===== src/common/sos_regs.svh =====
// Register map, field positions, reset values and counter figures of the
// standby and oscillation stabilization controller.
// Assumes a CPU data space with 16-bit byte addresses.
`ifndef SOS_REGS_SVH
`define SOS_REGS_SVH

// Register byte addresses in the CPU data space
`define SOS_ADDR_STATUS   16'hffa3
`define SOS_ADDR_SELECT   16'hffa4

// Reset values
`define SOS_STATUS_RESET  8'h00
`define SOS_SELECT_RESET  8'h05

// Select field: bits 2..0, upper bits read zero
`define SOS_SEL_W         3
`define SOS_SEL_CODE_S1   3'h1
`define SOS_SEL_CODE_S2   3'h2
`define SOS_SEL_CODE_S3   3'h3
`define SOS_SEL_CODE_S4   3'h4
`define SOS_SEL_CODE_S5   3'h5

// Status field: five thermometer flags in bits 4..0, stage 1 in bit 4
`define SOS_STAGES        5
`define SOS_STAT_BIT_S1   4
`define SOS_STAT_BIT_S5   0

// Wait lengths as powers of two of crystal cycles
`define SOS_EXP_S1        5'd11
`define SOS_EXP_S2        5'd13
`define SOS_EXP_S3        5'd14
`define SOS_EXP_S4        5'd15
`define SOS_EXP_S5        5'd16

// Counter width covers 2^16 crystal cycles
`define SOS_CNT_W         17

`endif


===== src/common/sos_pkg.sv =====
// Types shared by the standby controller and its stabilization counter.
// Assumes the constants header is compiled alongside.
package sos_pkg;

   // Standby sequencer states, one-hot
   typedef enum logic [3:0] {
      SOS_RUN  = 4'b0001,
      SOS_IDLE = 4'b0010,
      SOS_STOP = 4'b0100,
      SOS_WAIT = 4'b1000
   } sos_state_type;

   // CPU data-space access, one cycle wide
   typedef struct packed {
      logic [15:0] addr;    // Byte address
      logic        rd;      // Read strobe
      logic        wr;      // Write strobe
      logic        bit_acc; // 1 = single-bit access, 0 = 8-bit access
      logic [2:0]  bit_idx; // Bit number for single-bit access
      logic [7:0]  wdata;   // Write data (bit access uses wdata[0])
   } sos_bus_req_type;

   // Oscillator enables
   typedef struct packed {
      logic xtal; // Crystal oscillator
      logic ihs;  // Internal high-speed oscillator
      logic ils;  // Internal low-speed oscillator
   } sos_osc_type;

endpackage


===== src/rtl/sos_stab_cnt.sv =====
// Crystal oscillation stabilization counter with thermometer status flags.
// Assumes count_en is a one-cycle pulse per crystal cycle, on clk.
`timescale 1ns/10ps
`default_nettype none
`include "sos_regs.svh"

module sos_stab_cnt
   import sos_pkg::*;
#(
   parameter int CNT_W = `SOS_CNT_W,
   parameter int SHIFT = 0
) (
   input  wire logic                  clk,      // 200 MHz system clock
   input  wire logic                  resetn,   // Async reset, active low
   input  wire logic                  clear,    // Clear count and flags
   input  wire logic                  count_en, // One crystal cycle seen
   input  wire logic [`SOS_SEL_W-1:0] sel,      // Wait length code
   output logic [`SOS_STAGES-1:0]     flags_ff, // Status, stage 1 in MSB
   output logic                       done_ff   // Selected length reached
);

   logic [CNT_W-1:0] cnt_ff;
   logic [CNT_W-1:0] limit;

   // Exponent of a select code; prohibited codes fall back to the longest
   function automatic logic [4:0] sel_exp(input logic [`SOS_SEL_W-1:0] s);
      unique case (s)
         `SOS_SEL_CODE_S1: sel_exp = `SOS_EXP_S1;
         `SOS_SEL_CODE_S2: sel_exp = `SOS_EXP_S2;
         `SOS_SEL_CODE_S3: sel_exp = `SOS_EXP_S3;
         `SOS_SEL_CODE_S4: sel_exp = `SOS_EXP_S4;
         default:          sel_exp = `SOS_EXP_S5;
      endcase
   endfunction

   // Exponent of status stage i, stage 0 being the shortest
   function automatic logic [4:0] stage_exp(input int i);
      unique case (i)
         0:       stage_exp = `SOS_EXP_S1;
         1:       stage_exp = `SOS_EXP_S2;
         2:       stage_exp = `SOS_EXP_S3;
         3:       stage_exp = `SOS_EXP_S4;
         default: stage_exp = `SOS_EXP_S5;
      endcase
   endfunction

   // Cycle count for an exponent; SHIFT shortens all waits for simulation
   function automatic logic [CNT_W-1:0] thresh(input logic [4:0] e);
      int sh;
      sh = int'(e) - SHIFT;
      if (sh < 0) begin
         sh = 0;
      end
      thresh = {{(CNT_W-1){1'b0}}, 1'b1} << sh;
   endfunction

   assign limit = thresh(sel_exp(sel));

   // Count crystal cycles, saturating at the selected length
   always_ff @(posedge clk or negedge resetn) begin
      if (!resetn) begin
         cnt_ff <= '0;
      end else if (clear) begin
         cnt_ff <= '0;
      end else if (count_en && cnt_ff < limit) begin
         cnt_ff <= cnt_ff + {{(CNT_W-1){1'b0}}, 1'b1};
      end
   end

   // Thermometer flags; sticky until cleared, never beyond the limit
   always_ff @(posedge clk or negedge resetn) begin
      if (!resetn) begin
         flags_ff <= '0;
      end else if (clear) begin
         flags_ff <= '0;
      end else begin
         for (int i = 0; i < `SOS_STAGES; i++) begin
            if (cnt_ff >= thresh(stage_exp(i))) begin
               flags_ff[`SOS_STAT_BIT_S1-i] <= 1'b1;
            end
         end
      end
   end

   // Wait complete once the saturated count equals the limit
   always_ff @(posedge clk or negedge resetn) begin
      if (!resetn) begin
         done_ff <= 1'b0;
      end else begin
         done_ff <= !clear && (cnt_ff >= limit);
      end
   end

endmodule
`default_nettype wire


===== src/rtl/sos_top.sv =====
// Standby controller: idle and deep-sleep sequencing, oscillator gating,
// and the stabilization status and select registers.
// Assumes CPU strobes, interrupt request and clock-select levels are on clk;
// the crystal clock and its oscillation-present level arrive as pins.
//
// Function
// - Idle instruction gates only the CPU clock
// - Running oscillators keep running in idle mode
// - Deep sleep stops crystal and internal high-speed oscillators
// - Interrupt request ends deep sleep
// - Registers and memory held during both standby modes
// - Port latches and buffers held during standby
// - Status register read-only, bit or byte reads
// - Five sticky thermometer bits, upper bits zero
// - Counting ends at selected wait length
// - Crystal-clocked CPU waits selected time after deep-sleep wake
// - Select codes one to five map to lengths
// - Select resets 05h, byte writes only, bits 2..0
// - Counting starts only once crystal oscillates
// - Unmasked interrupt ends idle mode
`timescale 1ns/10ps
`default_nettype none
`include "sos_regs.svh"

module sos_top
   import sos_pkg::*;
#(
   parameter int STAB_SHIFT = 0 // Shortens crystal waits by 2^STAB_SHIFT
) (
   input  wire logic            clk,           // 200 MHz system clock
   input  wire logic            resetn,        // Any chip reset, active low
   input  wire sos_bus_req_type bus_req,       // CPU register access
   output logic [7:0]           rdata_ff,      // Read data
   output logic                 rvalid_ff,     // Read data valid, pulse
   input  wire logic            idle_exec,     // Idle instruction, pulse
   input  wire logic            sleep_exec,    // Deep-sleep instruction
   input  wire logic            irq_req,       // Unmasked interrupt level
   input  wire logic            cpu_on_xtal,   // 1 = CPU runs on crystal
   input  wire logic            main_osc_stop_bit, // Crystal stop request
   input  wire sos_osc_type     osc_run_req,   // Oscillators software runs
   input  wire logic            xtal_clk,      // Crystal clock pin
   input  wire logic            xtal_osc_ok,   // Oscillation present pin
   output logic                 cpu_clk_en_ff, // CPU clock gate enable
   output sos_osc_type          osc_en_ff,     // Oscillator enables
   output logic                 standby_ff,    // Hold latches and buffers
   output logic                 wake_ff        // Standby ended, pulse
);

   sos_state_type          state_ff;
   sos_state_type          nxt_state;
   logic [`SOS_SEL_W-1:0]  sel_ff;
   logic [`SOS_STAGES-1:0] flags;
   logic                   stab_done;
   logic                   cnt_clear;
   logic                   cnt_en;
   logic                   xclk_s1_ff;
   logic                   xclk_s2_ff;
   logic                   xclk_d_ff;
   logic                   ok_s1_ff;
   logic                   ok_s2_ff;
   logic [7:0]             status_byte;
   logic [7:0]             select_byte;
   logic                   hit_status;
   logic                   hit_select;

   // Full reset byte; only the select field is kept in the register
   localparam logic [7:0] SEL_RESET = `SOS_SELECT_RESET;

   // Pin synchronisers; the first stages feed only the second
   always_ff @(posedge clk or negedge resetn) begin
      if (!resetn) begin
         xclk_s1_ff <= 1'b0;
         xclk_s2_ff <= 1'b0;
         xclk_d_ff  <= 1'b0;
         ok_s1_ff   <= 1'b0;
         ok_s2_ff   <= 1'b0;
      end else begin
         xclk_s1_ff <= xtal_clk;
         xclk_s2_ff <= xclk_s1_ff;
         xclk_d_ff  <= xclk_s2_ff;
         ok_s1_ff   <= xtal_osc_ok;
         ok_s2_ff   <= ok_s1_ff;
      end
   end

   // Crystal rising edges count only while it oscillates and is enabled;
   // start-up time before oscillation is thereby excluded
   assign cnt_en = xclk_s2_ff && !xclk_d_ff && ok_s2_ff
                   && osc_en_ff.xtal;

   // Deep-sleep entry or a crystal stop request wipes the status
   assign cnt_clear = (state_ff == SOS_RUN && sleep_exec)
                      || main_osc_stop_bit;

   // Standby sequencer next state
   always_comb begin
      nxt_state = state_ff;
      unique case (state_ff)
         SOS_RUN: begin
            if (sleep_exec) begin
               nxt_state = SOS_STOP;
            end else if (idle_exec) begin
               nxt_state = SOS_IDLE;
            end
         end
         SOS_IDLE: begin
            if (irq_req) begin
               nxt_state = SOS_RUN;
            end
         end
         SOS_STOP: begin
            if (irq_req) begin
               // Internal clock needs no crystal wait
               nxt_state = cpu_on_xtal ? SOS_WAIT : SOS_RUN;
            end
         end
         SOS_WAIT: begin
            if (stab_done) begin
               nxt_state = SOS_RUN;
            end
         end
         default: nxt_state = SOS_RUN;
      endcase
   end

   // State register
   always_ff @(posedge clk or negedge resetn) begin
      if (!resetn) begin
         state_ff <= SOS_RUN;
      end else begin
         state_ff <= nxt_state;
      end
   end

   // Clock gating from the next state, so outputs are pure flops.
   // Only the CPU loses its clock in idle; registers and memory
   // simply stop changing, which is what preserves them.
   always_ff @(posedge clk or negedge resetn) begin
      if (!resetn) begin
         cpu_clk_en_ff <= 1'b1;
         standby_ff    <= 1'b0;
      end else begin
         cpu_clk_en_ff <= (nxt_state == SOS_RUN);
         standby_ff    <= (nxt_state != SOS_RUN);
      end
   end

   // Oscillator enables follow software in idle; crystal and ihs forced off in deep sleep, ils follows software
   always_ff @(posedge clk or negedge resetn) begin
      if (!resetn) begin
         osc_en_ff <= '0;
      end else begin
         osc_en_ff.xtal <= osc_run_req.xtal
                           && (nxt_state != SOS_STOP);
         osc_en_ff.ihs  <= osc_run_req.ihs
                           && (nxt_state != SOS_STOP);
         osc_en_ff.ils  <= osc_run_req.ils;
      end
   end

   // Wake pulse on return to run from either standby mode
   always_ff @(posedge clk or negedge resetn) begin
      if (!resetn) begin
         wake_ff <= 1'b0;
      end else begin
         wake_ff <= (state_ff != SOS_RUN) && (nxt_state == SOS_RUN);
      end
   end

   // Stabilization counter and status flags
   sos_stab_cnt #(
      .CNT_W (`SOS_CNT_W),
      .SHIFT (STAB_SHIFT)
   ) u_stab_cnt (
      .clk      (clk),
      .resetn   (resetn),
      .clear    (cnt_clear),
      .count_en (cnt_en),
      .sel      (sel_ff),
      .flags_ff (flags),
      .done_ff  (stab_done)
   );

   // Address decode and read views; unused upper bits read zero
   assign hit_status  = (bus_req.addr == `SOS_ADDR_STATUS);
   assign hit_select  = (bus_req.addr == `SOS_ADDR_SELECT);
   assign status_byte = {3'h0, flags};
   assign select_byte = {5'h00, sel_ff};

   // Select register: byte writes only; bit writes are ignored.
   // Changing it mid-wait moves the limit, which software must avoid.
   always_ff @(posedge clk or negedge resetn) begin
      if (!resetn) begin
         sel_ff <= SEL_RESET[`SOS_SEL_W-1:0];
      end else if (bus_req.wr && hit_select && !bus_req.bit_acc) begin
         sel_ff <= bus_req.wdata[`SOS_SEL_W-1:0];
      end
   end

   // Register reads; the status register ignores every write
   always_ff @(posedge clk or negedge resetn) begin
      if (!resetn) begin
         rdata_ff  <= 8'h00;
         rvalid_ff <= 1'b0;
      end else begin
         rvalid_ff <= bus_req.rd && (hit_status || hit_select);
         if (bus_req.rd && hit_status) begin
            rdata_ff <= bus_req.bit_acc
                        ? {7'h00, status_byte[bus_req.bit_idx]}
                        : status_byte;
         end else if (bus_req.rd && hit_select) begin
            rdata_ff <= bus_req.bit_acc
                        ? {7'h00, select_byte[bus_req.bit_idx]}
                        : select_byte;
         end else begin
            rdata_ff <= 8'h00;
         end
      end
   end

endmodule
`default_nettype wire

===== config.mk =====
export PLATFORM = sky130hd
export DESIGN_NAME = sos_top
export DESIGN_NICKNAME = d
export VERILOG_FILES = /design/src/common/sos_pkg.sv /design/src/rtl/sos_stab_cnt.sv /design/src/rtl/sos_top.sv
export VERILOG_INCLUDE_DIRS = /design/src /design/src/common
export SDC_FILE = /design/constraint.sdc
export NUM_CORES = 1
export LEC_CHECK = 0
export ABC_AREA = 1
export BUFFER_PORTS_ARGS = -buffer_cell sky130_fd_sc_hd__buf_2
export CORE_MARGIN = 2
export CORE_UTILIZATION = 58
export CTS_CLUSTER_DIAMETER = 60
export DETAILED_ROUTE_END_ITERATION = 6
export PLACE_DENSITY = 0.95
export SYNTH_ARGS = -nofsm -noshare
export SYNTH_HDL_FRONTEND = slang
export SYNTH_SLANG_ARGS = --single-unit
export TNS_END_PERCENT = 100

===== constraint.sdc =====
create_clock -name clk -period 3.8 [get_ports clk]
set_input_delay 0.19 -clock clk [delete_from_list [all_inputs] [get_ports clk]]
set_output_delay 0.19 -clock clk [all_outputs]
set_load 0.005 [all_outputs]

==> flow_metrics.env <==
export IMPL_critical_path_required_ps=4050
export IMPL_slowest_delay_ps=690
export IMPL_clk_pin_slew_ps=90
export IMPL_crit_top_cell="nand2_1"
export IMPL_numPortBuffers=48
export IMPL_root_buffer="clkbuf_8"
export IMPL_worst_path_max_fanout=14
export IMPL_cp_slowest_cell="nor2_1"
export IMPL_peakVddDrop_v=0.000222
export IMPL_placed_area_mm2=0.00280
export IMPL_worst_setup_path_start_kind="flop"
export IMPL_clockBufferDepth=2
export IMPL_path_class="reg2reg"
export IMPL_start_util_pct=59.0
export IMPL_max_slew_margin_pct=33.6
export IMPL_drive_above_1_share_pct=17.4
export IMPL_syn_inst=331
export IMPL_p_switching_uw=330
export IMPL_drt_pass1_iter_count=5
export IMPL_dp_hpwl_mm=3.92
export IMPL_clkLatencyLatePin_ps=310
export IMPL_fin_skew_ps=9.41
export IMPL_setup_viol=0
export IMPL_power_frac_comb_pct=18.9
export IMPL_first_iter_violations=251
export IMPL_pin_count=57
export IMPL_p_leak_uw=0.00153
export IMPL_fin_ws_ps=1070
export IMPL_die_width_um=70.1
export IMPL_grtUsageTotal_pct=24.1
export IMPL_cts_max_level=2
export IMPL_yosys_top_cells_area="dfrtp_1, nand2_1, nor2_1"
export IMPL_final_area_mm2=0.00293
export IMPL_grt_pass1_wl_mm=9.54
export IMPL_path_cells="inv_1 > nand3_1 > nand4_1 > ha_1 > nand2_1 > inv_1 > a21oi_1 > nand2_1 > nor2_1 > nand4_1 > nand2_1"
export IMPL_p_seq_share_pct=52.0
export IMPL_fin_setup_tns_ps=0
export IMPL_syn_to_final_growth_pct=15.6
export IMPL_gp_congestion=0.926
export IMPL_dieHeight_um=70.1
export IMPL_antenna_found_initial=0
export IMPL_synth_edf_count=0
export IMPL_final_common_cell="nand2_1"
export IMPL_fmax_mhz=366
export IMPL_ys_flop_type="dfrtp_1"
export IMPL_preCtsSetupSlack_ps=1170
export IMPL_grt_ovfl_total=0
export IMPL_worstMarginPinSlew_ps=997
export IMPL_final_cell_mix="nand2_1, buf_2, nor2_1, dfrtp_1, inv_1"
export IMPL_status="completed"
export IMPL_min_period_ps=2730
export IMPL_cts_sinks=47
export IMPL_p_sw_share_pct=30.2
export IMPL_drc=0
export IMPL_grt_start_max_net_pins=48
export IMPL_rsz0062_at_grt="false"
export IMPL_hold_class="in2async"
export IMPL_cp_arrival_ps=2980
export IMPL_async_reset_ff_share_pct=100
export IMPL_syn_area_per_cell_um2=7.66
export IMPL_drv_slew=0
export IMPL_ys_warn_count=0
export IMPL_numCtsBuffers=5
export IMPL_power_internal_uw=763
export IMPL_synthDistinctLibCells=31
export IMPL_finalHoldViolations=0
export IMPL_drv_cap=0
export IMPL_post_cts_buffers=0
export IMPL_grt_pass1_vias=2218
export IMPL_num_vias=2358
export IMPL_p_clk_share_pct=29.1
export IMPL_viasPerCell=5.38
export IMPL_core_mm2=0.00429
export IMPL_fp_dieArea_mm2=0.00492
export IMPL_end_kind="flop"
export IMPL_ys_seq_area_share_pct=46.6
export IMPL_postRouteAntennaNets=0
export IMPL_synth_top_area_cell="dfrtp_1"
export IMPL_wire_per_inst_um=12.9
export IMPL_synth_top_area_share_pct=42.4
export IMPL_finalNetCount=435
export IMPL_ys_seq_elements=47
export IMPL_netlist_area_mm2=0.00253
export IMPL_power_density_mw_per_mm2=373
export IMPL_cts_tree="built"
export IMPL_totalWireLength_mm=5.67
export IMPL_antenna_cells_inserted=0
export IMPL_cts_resized_gates=0
export IMPL_period_share_pct=71.9
export IMPL_fp_row_count=24
[critical path, delay by kind of cell (launching register included)]
family | cells | cell delay, ps
AOI/OAI and AO/OA | 1 | 230
adders and majority gates | 1 | 310
buffers and inverters | 2 | 130
DFF | 1 | 570
and+or+nand+nor | 7 | 1420
[cell usage after synthesis, types with 2 or more instances]
master / count
nand3_1: 23
buf_4: 4
conb_1: 2
nand2_1: 98
a21oi_1: 11
xor2_1: 5
dfstp_2: 4
ha_1: 8
nand4_1: 15
nand3b_1: 2
nor2_1: 43
o21bai_1: 2
inv_1: 42
o21ai_0: 11
o22ai_1: 3
dfrtp_1: 43
[power by group through the flow]
stage	clock, uW	combinational [uW]	sequential, uW
6_report	318	207	568
5_1_grt	347	229	572
4_1_cts	321	202	568
3_5_place_dp	0	199	578
3_3_place_gp	0	190	573
2_1_floorplan	0	123	577
[worst paths after layout]
path / endpoint / slack (ps) / from / depth (start not counted)
hold reg to reg: xclk_s2_ff$_DFF_PN0_ / 360 / xclk_s1_ff$_DFF_PN0_ / 0
max in group asynchronous: rdata_ff[4]$_DFF_PN0_ / 3140 / resetn / 1
setup reg to reg: u_stab_cnt.cnt_ff[12]$_DFFE_PN0P_ / 1070 / sel_ff[2]$_DFFE_PN1P_ / 11
hold / removal: state_ff[1]$_DFF_PN0_ / 40 / resetn / 1
min in group clk: osc_en_ff[1]$_DFF_PN0_ / 80 / osc_run_req[1] / 3
setup / recovery: u_stab_cnt.cnt_ff[12]$_DFFE_PN0P_ / 1070 / sel_ff[2]$_DFFE_PN1P_ / 11
[timing repair]
action,CTS,global route
setup endpoints to repair,0,0
hold endpoints to repair,2,1
hold buffers,2,1
[layout make-up]
cell class              count  area, um2
inverters                  44        168
well taps                  52       65.1
clock inverters             2       16.3
clock buffers               6       82.6
fillers                   318       1360
flip-flops and latches     47       1180
multi-input cells         236       1150
repair buffers             51        270
[flip-flops by register name, indices dropped and copies added, names as in the netlist, 3 cells and up]
signal,flops
rdata_ff,5
u_stab_cnt.flags_ff,5
sel_ff,3
osc_en_ff,3
u_stab_cnt.cnt_ff,17
state_ff,4
[per-layer routing]
layer / track usage [%] / up-vias / routed length [um]
li1: - / 1159 / -
met1: 30.0 / 1094 / 2320
met2: 40.2 / 94 / 2890
met3: 5.05 / 11 / 354
met4: 10.9 / 0 / 100
met5: 0 / - / 0
[metrics by stage]
step / util (%) / power, uW / cells / hold WS (ps)
6_report: 68.2 / 1090 / 438 / 37.2
5_1_grt: 68.2 / 1150 / 438 / 93.9
4_1_cts: 68.0 / 1090 / 437 / 0.469
3_5_place_dp: 65.2 / 777 / 427 / 305
3_3_place_gp: 65.2 / 763 / 427 / 302
2_1_floorplan: - / 700 / 333 / -106
[cells by family (layout without fill, tap and decap cells)]
group / count (synthesis) / count (layout) / synth area share [%]
buffers and inverters: 50 / 103 / 8.44
DFF: 47 / 47 / 46.6
AOI/OAI and AO/OA: 31 / 31 / 7.16
xor gates and xnor gates: 6 / 6 / 2.07
adders and majority gates: 8 / 8 / 3.95
and+or+nand+nor: 187 / 187 / 31.5
other: 2 / 4 / 0.296
Note: power is estimated with default switching activity, not from simulation.
